**config.mk**
```make
export PLATFORM = sky130hd
export DESIGN_NAME = pcsf_cycle_status
export DESIGN_NICKNAME = d
export VERILOG_FILES = /design/src/pcsf_pkg.sv /design/src/pcsf_cycle_status.sv /design/src/pcsf_flag_bank.sv
export VERILOG_INCLUDE_DIRS = /design/src
export SDC_FILE = /design/constraint.sdc
export NUM_CORES = 1
export LEC_CHECK = 0
export ABC_AREA = 1
export BUFFER_PORTS_ARGS = -buffer_cell sky130_fd_sc_hd__buf_4
export CAP_MARGIN = 20
export CORE_MARGIN = 3
export CORE_UTILIZATION = 38
export CTS_CLUSTER_DIAMETER = 30
export DETAILED_ROUTE_END_ITERATION = 8
export PLACE_DENSITY_LB_ADDON = 0.12
export SYNTH_ARGS = -nofsm -noshare
export SYNTH_HDL_FRONTEND = slang
export SYNTH_HIERARCHICAL = 1
export SYNTH_SLANG_ARGS = --single-unit
```
**constraint.sdc**
```tcl
create_clock -name core_clk -period 1.1 [get_ports core_clk]
set_input_delay 0.11 -clock core_clk [delete_from_list [all_inputs] [get_ports core_clk]]
set_output_delay 0.11 -clock core_clk [all_outputs]
set_load 0.05 [all_outputs]
```
**src/pcsf_map.svh**
```systemverilog
// register offsets, field positions and reset values for the cycle status flags
`ifndef PCSF_MAP_SVH
`define PCSF_MAP_SVH

// ----------------------------------------------------------------
// register offsets
// ----------------------------------------------------------------
`define PCSF_OFF_STATUS_SIX   4'h0
`define PCSF_OFF_STATUS_SEVEN 4'h1
`define PCSF_OFF_IRQ_STATUS   4'h2
`define PCSF_OFF_IRQ_MASK     4'h3

// ----------------------------------------------------------------
// field positions and reset values
// ----------------------------------------------------------------
`define PCSF_FLAG_LSB   0
`define PCSF_FLAG_MSB   3
`define PCSF_DIR_LSB    4
`define PCSF_DIR_MSB    7
`define PCSF_RSV_LSB    8
`define PCSF_RSV_MSB    15
`define PCSF_RST_FLAGS  4'h0
`define PCSF_RST_IRQ    8'h00

`endif

```
**src/pcsf_pkg.sv**
```systemverilog
// types shared by the cycle status flag block
package pcsf_pkg;
	typedef logic [15:0] pcsf_word_t;
	typedef logic [3:0]  pcsf_sub_t;
	typedef logic [3:0]  pcsf_addr_t;
endpackage : pcsf_pkg

```
**src/pcsf_cycle_status.sv**
```systemverilog
// status flags for channel six and seven pwm cycle compare and channel six count direction
`timescale 1ns/100ps
`include "pcsf_map.svh"
module pcsf_cycle_status
	import pcsf_pkg::*;
(
	input  wire logic       core_clk,       // timer clock, 10 MHz
	input  wire logic       arst_n,         // asynchronous reset, active low
	input  wire pcsf_addr_t reg_addr,       // register index
	input  wire pcsf_word_t reg_wdata,      // write data
	input  wire logic       reg_wr,         // write strobe
	input  wire logic       reg_rd,         // read strobe
	output pcsf_word_t      reg_rdata,      // read data, cycle after strobe
	input  wire logic       comp_pwm_mode,  // complementary pwm operation
	input  wire pcsf_sub_t  dir_down_six,   // ch6 counter d..a counting down
	input  wire pcsf_word_t cnt_six_a,      // ch6 counter a
	input  wire pcsf_word_t cnt_six_b,      // ch6 counter b
	input  wire pcsf_word_t cnt_six_c,      // ch6 counter c
	input  wire pcsf_word_t cnt_six_d,      // ch6 counter d
	input  wire pcsf_word_t cyc_six_a,      // ch6 cycle register a
	input  wire pcsf_word_t cyc_six_b,      // ch6 cycle register b
	input  wire pcsf_word_t cyc_six_c,      // ch6 cycle register c
	input  wire pcsf_word_t cyc_six_d,      // ch6 cycle register d
	input  wire pcsf_word_t cnt_seven_a,    // ch7 counter a
	input  wire pcsf_word_t cnt_seven_b,    // ch7 counter b
	input  wire pcsf_word_t cnt_seven_c,    // ch7 counter c
	input  wire pcsf_word_t cnt_seven_d,    // ch7 counter d
	input  wire pcsf_word_t cyc_seven_a,    // ch7 cycle register a
	input  wire pcsf_word_t cyc_seven_b,    // ch7 cycle register b
	input  wire pcsf_word_t cyc_seven_c,    // ch7 cycle register c
	input  wire pcsf_word_t cyc_seven_d,    // ch7 cycle register d
	output logic            irq             // level interrupt
);
	// ----------------------------------------------------------------
	// match detection
	// ----------------------------------------------------------------
	function automatic pcsf_sub_t eq4(input pcsf_word_t c0, input pcsf_word_t c1,
		input pcsf_word_t c2, input pcsf_word_t c3, input pcsf_word_t r0,
		input pcsf_word_t r1, input pcsf_word_t r2, input pcsf_word_t r3);
		eq4 = {c3 == r3, c2 == r2, c1 == r1, c0 == r0};
	endfunction : eq4

	pcsf_sub_t  dir_q;
	pcsf_sub_t  prev_six;
	pcsf_sub_t  prev_seven;
	pcsf_sub_t  hit_six;
	pcsf_sub_t  hit_seven;
	pcsf_sub_t  zero_six;
	pcsf_sub_t  set_six;
	pcsf_sub_t  set_seven;
	pcsf_sub_t  flags_six;
	pcsf_sub_t  flags_seven;
	logic [7:0] irq_status;
	logic [7:0] irq_mask;
	logic [7:0] next_irq_status;
	logic [7:0] next_irq_mask;
	pcsf_word_t next_rdata;
	pcsf_sub_t  next_dir;
	pcsf_sub_t  next_prev_six;
	pcsf_sub_t  next_prev_seven;

	assign hit_six   = eq4(cnt_six_a, cnt_six_b, cnt_six_c, cnt_six_d,
		cyc_six_a, cyc_six_b, cyc_six_c, cyc_six_d);
	assign hit_seven = eq4(cnt_seven_a, cnt_seven_b, cnt_seven_c, cnt_seven_d,
		cyc_seven_a, cyc_seven_b, cyc_seven_c, cyc_seven_d);
	assign zero_six  = eq4(cnt_six_a, cnt_six_b, cnt_six_c, cnt_six_d,
		16'h0000, 16'h0000, 16'h0000, 16'h0000) & dir_down_six;

	// a counter may sit on its match for many ticks; only the first cycle sets
	always_comb begin
		pcsf_sub_t cond_six;
		pcsf_sub_t cond_seven;
		cond_six        = comp_pwm_mode ? zero_six : hit_six;
		cond_seven      = comp_pwm_mode ? 4'h0 : hit_seven;
		set_six         = cond_six & ~prev_six;
		set_seven       = cond_seven & ~prev_seven;
		next_prev_six   = cond_six;
		next_prev_seven = cond_seven;
		next_dir        = dir_down_six;
	end

	always_ff @(posedge core_clk or negedge arst_n) begin
		if (!arst_n) begin
			prev_six   <= 4'h0;
			prev_seven <= 4'h0;
			dir_q      <= `PCSF_RST_FLAGS;
		end else begin
			prev_six   <= next_prev_six;
			prev_seven <= next_prev_seven;
			dir_q      <= next_dir;
		end
	end

	// ----------------------------------------------------------------
	// flag banks
	// ----------------------------------------------------------------
	pcsf_flag_bank u_bank_six (
		.core_clk (core_clk),
		.arst_n   (arst_n),
		.set_evt  (set_six),
		.rd_hit   (reg_rd && reg_addr == `PCSF_OFF_STATUS_SIX),
		.wr_hit   (reg_wr && reg_addr == `PCSF_OFF_STATUS_SIX),
		.wr_flags (reg_wdata[`PCSF_FLAG_MSB:`PCSF_FLAG_LSB]),
		.flags    (flags_six)
	);

	pcsf_flag_bank u_bank_seven (
		.core_clk (core_clk),
		.arst_n   (arst_n),
		.set_evt  (set_seven),
		.rd_hit   (reg_rd && reg_addr == `PCSF_OFF_STATUS_SEVEN),
		.wr_hit   (reg_wr && reg_addr == `PCSF_OFF_STATUS_SEVEN),
		.wr_flags (reg_wdata[`PCSF_FLAG_MSB:`PCSF_FLAG_LSB]),
		.flags    (flags_seven)
	);

	// ----------------------------------------------------------------
	// interrupt status and mask
	// ----------------------------------------------------------------
	// a set beats a write-one-clear in the same cycle, as in the flag banks
	always_comb begin
		next_irq_status = irq_status;
		next_irq_mask   = irq_mask;
		if (reg_wr && reg_addr == `PCSF_OFF_IRQ_STATUS) begin
			next_irq_status = irq_status & ~reg_wdata[7:0];
		end
		if (reg_wr && reg_addr == `PCSF_OFF_IRQ_MASK) begin
			next_irq_mask = reg_wdata[7:0];
		end
		next_irq_status = next_irq_status | {set_seven, set_six};
	end

	// irq is built from the next values so it moves in step with the status bits
	always_ff @(posedge core_clk or negedge arst_n) begin
		if (!arst_n) begin
			irq_status <= `PCSF_RST_IRQ;
			irq_mask   <= `PCSF_RST_IRQ;
			irq        <= 1'b0;
		end else begin
			irq_status <= next_irq_status;
			irq_mask   <= next_irq_mask;
			irq        <= |(next_irq_status & next_irq_mask);
		end
	end

	// ----------------------------------------------------------------
	// register read
	// ----------------------------------------------------------------
	// both status words share one layout; channel seven passes a zero direction
	function automatic pcsf_word_t status_word(input pcsf_sub_t dir, input pcsf_sub_t flg);
		status_word = {8'h00, dir, flg};
	endfunction : status_word

	// read data fall to zero outside the answer cycle, so no stale word lingers
	always_comb begin
		next_rdata = 16'h0000;
		if (reg_rd) begin
			case (reg_addr)
				`PCSF_OFF_STATUS_SIX:   next_rdata = status_word(dir_q, flags_six);
				`PCSF_OFF_STATUS_SEVEN: next_rdata = status_word(4'h0, flags_seven);
				`PCSF_OFF_IRQ_STATUS:   next_rdata = {8'h00, irq_status};
				`PCSF_OFF_IRQ_MASK:     next_rdata = {8'h00, irq_mask};
				default:                next_rdata = 16'h0000;
			endcase
		end
	end

	always_ff @(posedge core_clk or negedge arst_n) begin
		if (!arst_n) begin
			reg_rdata <= 16'h0000;
		end else begin
			reg_rdata <= next_rdata;
		end
	end
endmodule : pcsf_cycle_status

```
**src/pcsf_flag_bank.sv**
```systemverilog
// one channel's four sticky cycle match flags with read-then-write-zero clearing
`timescale 1ns/100ps
`include "pcsf_map.svh"
module pcsf_flag_bank
	import pcsf_pkg::*;
(
	input  wire logic      core_clk,   // timer clock
	input  wire logic      arst_n,     // asynchronous reset
	input  wire pcsf_sub_t set_evt,    // per-subchannel set event
	input  wire logic      rd_hit,     // this register is being read
	input  wire logic      wr_hit,     // this register is being written
	input  wire pcsf_sub_t wr_flags,   // written value of bits 3..0
	output pcsf_sub_t      flags       // sticky flags
);
	pcsf_sub_t armed;
	pcsf_sub_t next_flags;
	pcsf_sub_t next_armed;

	// ----------------------------------------------------------------
	// flags and read-armed bits
	// ----------------------------------------------------------------
	always_comb begin
		pcsf_sub_t clr;
		clr        = wr_hit ? (armed & ~wr_flags) : 4'h0;
		next_flags = (flags & ~clr) | set_evt;
		// a read arms only the bits it saw set; a write disarms unless a read comes in the same cycle
		next_armed = armed;
		if (wr_hit) begin
			next_armed = 4'h0;
		end
		if (rd_hit) begin
			next_armed = flags;
		end
		next_armed = next_armed & next_flags;
	end

	always_ff @(posedge core_clk or negedge arst_n) begin
		if (!arst_n) begin
			flags <= `PCSF_RST_FLAGS;
			armed <= `PCSF_RST_FLAGS;
		end else begin
			flags <= next_flags;
			armed <= next_armed;
		end
	end
endmodule : pcsf_flag_bank

```
==> metrics.cfg, run 1 <==
[yosys]
ys_ff_latch=53
ys.flop_type=dfrtp_1
yosys-top-cells-count=nand2_1, inv_1, nor2_1, dfrtp_1, nand3_1
syn_avg_cell_area_um2=5.77
synth_top_cell_by_area=dfrtp_1
synthDistinctLibCells=34
synth_mux_area_share_pct=0
synth_compound_area_share_pct=6.33
yosysMostFrequentCell=nand2_1
synth_top_area_share_pct=27.1
synth-edff-count=0
synthXorXnorAreaFrac_pct=6.63
synth_top_family_by_area=simple AND/OR/NAND/NOR gates
async_flop_share_pct=100
yosysSeqAreaShare_pct=27.1
mappedNetlistArea_um2=4890
synth-simple-area-share_pct=41.9
yosysWarningCount=6
synthAdderAreaFrac_pct=0
synthCells=847
synthTopCellsByArea=dfrtp_1, nand2_1, inv_1

[clock_tree]
worstSkewPairLatency_ps=300
clk_pin_slew_worst_paths_ps=70
cts_tree=done
cts-buffers-inserted=5
cts.htree.levels=2
cts.sinks=53
root_buffer=clkbuf_16
clockBufferDepth=2

[final_layout]
fin_nets=1462
layout-drive-gt1-share_pct=33.4
syn2layout_area_growth_pct=59.5
final_cells=1346
largest_registers=irq_mask x8, irq_status x8, reg_rdata x8
antennaDiodeCount=0
post-route-util_pct=63.3

[grt]
grt_pass1_wl_um=24900
grt_usage_pct=20.9
antenna_found_initial=0
grt_pass1_vias=5733
grt-ovfl-total=0
grt_max_degree=25

[timing]
rsz0062_at_grt=yes
drv_slew=0
finalSetupTns_ps=-18.7
min_period_ps=1110
max_freq_mhz=898
finalHoldViolations=0
setup_viol=3
skew_ps=12.2
worst_slack_ps=-13.4
finalCritPeriodShare_pct=101

[pwr]
peakVddDrop_v=0.000658
p_per_area_nw_per_um2=726
p_leak_nw=4.78

[status]
violations=negative setup slack
status=finished with violations

[die]
row_count=40
ios=302
start_util_pct=39.7
die_y_um=119
dieWidth_um=119
coreArea_um2=12300
die_area_um2=14300

[place]
hpwlAfterDp_um=13900
io_buffers=285
gp_congestion=0.887
placedCellCount=1331
post-place-ws_ps=-366

[setup_path]
critical_path_class=in -> reg
endpoint_kind=flop
cp_max_fo=5
critPathRequiredTime_ps=1290
worstSetupStartpointType=input port
crit_arrival_ps=1300

[route]
ant_nets=0
via_count=5791
firstDrtPassIters=5
wl_per_cell_um=11.5
drt-total-wl_um=15500
drc_errors=0
viasPerCell=4.30
drt_iter0_drc=238

[run]
maxCapViolations=0

[worst_hold_path]
hold_path.class=in -> reg

[cell usage in the layout, fill, tap and decap left out, types with 2 or more instances in the layout]
| cell type | instances |
|---|---|
| buf_6 | 2 |
| or2_2 | 14 |
| nor3_1 | 11 |
| xor2_1 | 14 |
| conb_1 | 8 |
| dlygate4sd3_1 | 4 |
| nand3_2 | 2 |
| o21ai_0 | 31 |
| nand2_1 | 272 |
| nor2_2 | 5 |
| nor3_2 | 2 |
| nor2_1 | 93 |
| xnor2_1 | 23 |
| a21oi_1 | 2 |
| inv_1 | 202 |
| o21ai_2 | 5 |
| nor3_4 | 2 |
| nand3_1 | 40 |
| nand4_1 | 16 |
| nand2_2 | 17 |
| buf_4 | 320 |
| dfrtp_1 | 53 |
| o21ai_1 | 8 |
| a221oi_1 | 3 |
| clkbuf_16 | 5 |
| nor2_4 | 4 |
| inv_2 | 2 |
| clkinv_4 | 3 |
[final timing paths]
kind / start / end / slack (ps) / cells past startpoint
max: reg_addr[2] / u_bank_seven/armed[3] / -10 / 11
min: dir_down_six[3] / dir_q[3] / 20 / 2
max reg2reg: prev_seven[1] / irq / 80 / 7
min reg2reg: irq_mask[0] / irq_mask[0] / 510 / 2
max in group asynchronous: arst_n / u_bank_six/flags[1] / 380 / 3
min in group asynchronous: arst_n / u_bank_six/armed[0] / 260 / 2
[where the power goes]
| part | switching (mW) | internal [mW] | leakage, nW |
|---|---|---|---|
| registers | 0.0464 | 2.02 | 0.718 |
| logic | 0.883 | 1.09 | 3.99 |
| clock network | 0.749 | 0.873 | 0.0763 |
| total | 1.68 | 3.98 | 4.78 |
[routing by layer]
layer  global-route usage [%]  share of wire [%]
met5                        0                  0
met4                     3.01               0.75
met3                     4.32                6.2
met2                     40.0                 54
met1                     24.4                 39
[worst max-delay path, stage by stage]
cell and delay, ps:
buf_4 110, or2_4 250, buf_6 130, nor3_4 140, inv_2 90, nor2_4 150
nand3_1 100, nand2_1 80, nand2_2 50, nand2_1 60, inv_1 30
[cells by family after synthesis]
group | after synthesis
simple gates | 484
buf+inv | 218
compound gates | 54
flops | 53
xor+xnor | 37
other cells | 1
[layout make-up]
cell class | count | area [µm²]
Clock buffer | 5 | 125
Clock inverter | 3 | 28.8
Fill cell | 1230 | 4520
Inverter | 207 | 790
Multi-Input combinational cell | 583 | 2830
Sequential cell | 53 | 1330
Tap cell | 168 | 210
Timing Repair Buffer | 327 | 2480
[per-stage QoR]
step                hold WS (ps)  area, µm²  power [mW]
floorplan                   -186       4960        2.92
global placement            30.6       7500        4.02
detailed placement          34.1       7500        4.05
CTS                         21.4       7730        5.69
global route                22.8       7790        6.03
finish                      22.4       7790        5.66
[what timing repair did]
item                                   in CTS  in global routing
pin swaps                                   2                  8
setup endpoints to repair                   9                 12
endpoints found under the hold margin      37                  0
setup buffers                               1                  2
hold buffers                                4                  0
resized for setup                           8                 18
Power figures use the tool's default switching activity.
==> run 2, diff against run 1 <==
--- a/config.mk
+++ b/config.mk
@@ -14,7 +14,7 @@
 export CTS_CLUSTER_DIAMETER = 30
 export DETAILED_ROUTE_END_ITERATION = 8
 export PLACE_DENSITY_LB_ADDON = 0.12
+export SLEW_MARGIN = 20
 export SYNTH_ARGS = -nofsm -noshare
 export SYNTH_HDL_FRONTEND = slang
-export SYNTH_HIERARCHICAL = 1
 export SYNTH_SLANG_ARGS = --single-unit
==> run 2 against run 1 <==
  * The flow still finishes with violations (negative setup slack)
  * Clock skew down 7.9 ps
  * Power down 2.5%
  * Largest power group unchanged
  * Synthesized cell count down 5.7%
  * Critical endpoint is now irq
  * Via count down 2.6%
  * Sequential share of layout area up 0.60 points
  * Highest routed layer unchanged
  * Core utilization up 0.99 points
==> metrics.cfg, run 2 <==
[status]
status=finished with violations
violations=negative setup slack

[grt]
grt_usage_pct=21.0
grt-ovfl-total=0
antenna_found_initial=0
grt_pass1_vias=5219
grt_pass1_wl_um=23200
grt_max_degree=54

[yosys]
synth_top_area_share_pct=28.3
async_flop_share_pct=100
yosys-top-cells-count=nand2_1, inv_1, nor2_1, dfrtp_1, nand3_1
synthTopCellsByArea=dfrtp_1, nand2_1, inv_1
ys_ff_latch=53
mappedNetlistArea_um2=4680
yosysWarningCount=0
ys.flop_type=dfrtp_1
synthCells=799
yosysMostFrequentCell=nand2_1
synthDistinctLibCells=36
syn_avg_cell_area_um2=5.86
synth-edff-count=0
yosysSeqAreaShare_pct=28.3
synth_top_cell_by_area=dfrtp_1

[route]
drt-total-wl_um=14900
firstDrtPassIters=5
wl_per_cell_um=11.7
drc_errors=0
via_count=5641
drt_iter0_drc=277
viasPerCell=4.44
ant_nets=0

[clock_tree]
worstSkewPairLatency_ps=290
cts_tree=done
root_buffer=clkbuf_16
cts.sinks=53
clockBufferDepth=2
clk_pin_slew_worst_paths_ps=60
cts.htree.levels=2
cts-buffers-inserted=5

[setup_path]
critPathRequiredTime_ps=1280
cp_max_fo=7
crit_family=simple AND/OR/NAND/NOR gates
critical_path_class=in -> reg
critPathSlowestCell=or2_4
cpMostUsedCell=nand2_1
cp.depth=10
cp_cell_sequence=buf_6 > or2_4 > nor3_4 > nand2_4 > o21ai_1 > nand2_1 > nand2_1 > nand3_1 > nor2_1 > nand2_1
worstSetupStartpointType=input port
crit_arrival_ps=1350
path_buf_inv=1
endpoint_kind=flop
ff2ff_path_depth=3
cpPeakStageDelay_ps=270

[timing]
min_period_ps=1160
setup_viol=1
worst_slack_ps=-64.9
drv_slew=0
skew_ps=4.38
rsz0062_at_grt=yes
max_freq_mhz=858
finalHoldViolations=0
finalCritPeriodShare_pct=106

[die]
die_y_um=117
coreArea_um2=11700
ios=302
row_count=39
start_util_pct=40.0
dieWidth_um=117
die_area_um2=13700

[place]
post-place-ws_ps=-392
placedCellCount=1256
dpl-instance-area_um2=7280
io_buffers=285
hpwlAfterDp_um=13100
gp_congestion=0.877

[final_layout]
final_common_cell=buf_4
final_cell_mix=buf_4, nand2_1, inv_1
num-fill-cells=1126
stdcell_area_um2=7530
final_cells=1270
layout-drive-gt1-share_pct=32.2
antennaDiodeCount=0
fin_nets=1411
largest_registers=irq_mask x8, irq_status x8, reg_rdata x8
syn2layout_area_growth_pct=60.8

[pwr]
power_frac_seq_pct=37.4
p_sw_mw=1.58
clkPwrFrac_pct=27.8
p_per_area_nw_per_um2=733
power_frac_comb_pct=34.8
peakVddDrop_v=0.000658
total_power_mw=5.52
p_int_mw=3.93
switching_share_pct=28.7
p_leak_nw=4.50

[run]
maxCapViolations=0

[worst_hold_path]
min_path_cells=2
hold_path.class=in -> reg

-- run 2: path summary, 6_finish.rpt --
check	startpoint	endpoint	slack [ps]
min in group asynchronous	arst_n	u_bank_seven.flags[3]	320
min	dir_down_six[3]	dir_q[3]	20
max reg2reg	irq_mask[0]	reg_rdata[0]	110
max in group asynchronous	arst_n	reg_rdata[7]	530
max	reg_addr[2]	irq	-60
min reg2reg	u_bank_seven.flags[3]	u_bank_seven.flags[3]	520
-- run 2: logic make-up (layout without fill, tap and decap cells) --
kind of cell | Yosys count | in the layout | synth area share (%)
AO/OA/AOI/OAI | 73 | 73 | 8.92
other | 1 | 8 | 0.0801
flip-flops | 53 | 53 | 28.3
AND/OR/NAND/NOR | 457 | 457 | 40.7
XOR/XNOR | 36 | 36 | 6.73
buffers and inverters | 179 | 500 | 15.2
-- run 2: metrics by stage --
stage	TNS, ps	utilization, %	hold WS (ps)
after floorplan	-2490	-	-186
after global placement	-7540	62.1	111
after detailed placement	-8130	62.1	112
after CTS	-16.7	63.7	16.2
after global routing	-193	64.3	23.7
final	-64.9	64.3	18.4
-- run 2: what timing repair did --
action / in CTS / in global routing
gates resized for setup: 1 / 12
pin swaps: 0 / 5
hold buffers: 4 / 0
setup endpoints to repair: 3 / 9
buffers inserted: 0 / 2
hold endpoints to repair: 56 / 0
-- run 2: metal layers --
metal / vias up / global-route usage (%) / routed length (µm)
met2: 184 / 37.8 / 7620
met4: 0 / 3.29 / 155
met1: 2380 / 26.5 / 5980
met3: 14 / 4.06 / 1130
li1: 3063 / - / -
met5: - / 0 / 0
-- run 2: cell type report --
type | count | area (µm²) | share of cell area (%)
Multi-Input combinational cell | 574 | 2750 | 36.5
Timing Repair Buffer | 326 | 2500 | 33.2
Clock buffer | 5 | 125 | 1.66
Inverter | 166 | 628 | 8.34
Sequential cell | 53 | 1330 | 17.6
Clock inverter | 3 | 17.5 | 0.233
Tap cell | 143 | 179 | 2.38
-- run 2: power groups by stage --
stage	logic (mW)	registers, mW	clock network (mW)
3_5_place_dp	1.90	2.10	0
2_1_floorplan	0.773	2.10	0
4_1_cts	1.92	2.06	1.57
3_3_place_gp	1.88	2.10	0
5_1_grt	2.15	2.07	1.65
6_report	1.92	2.06	1.53
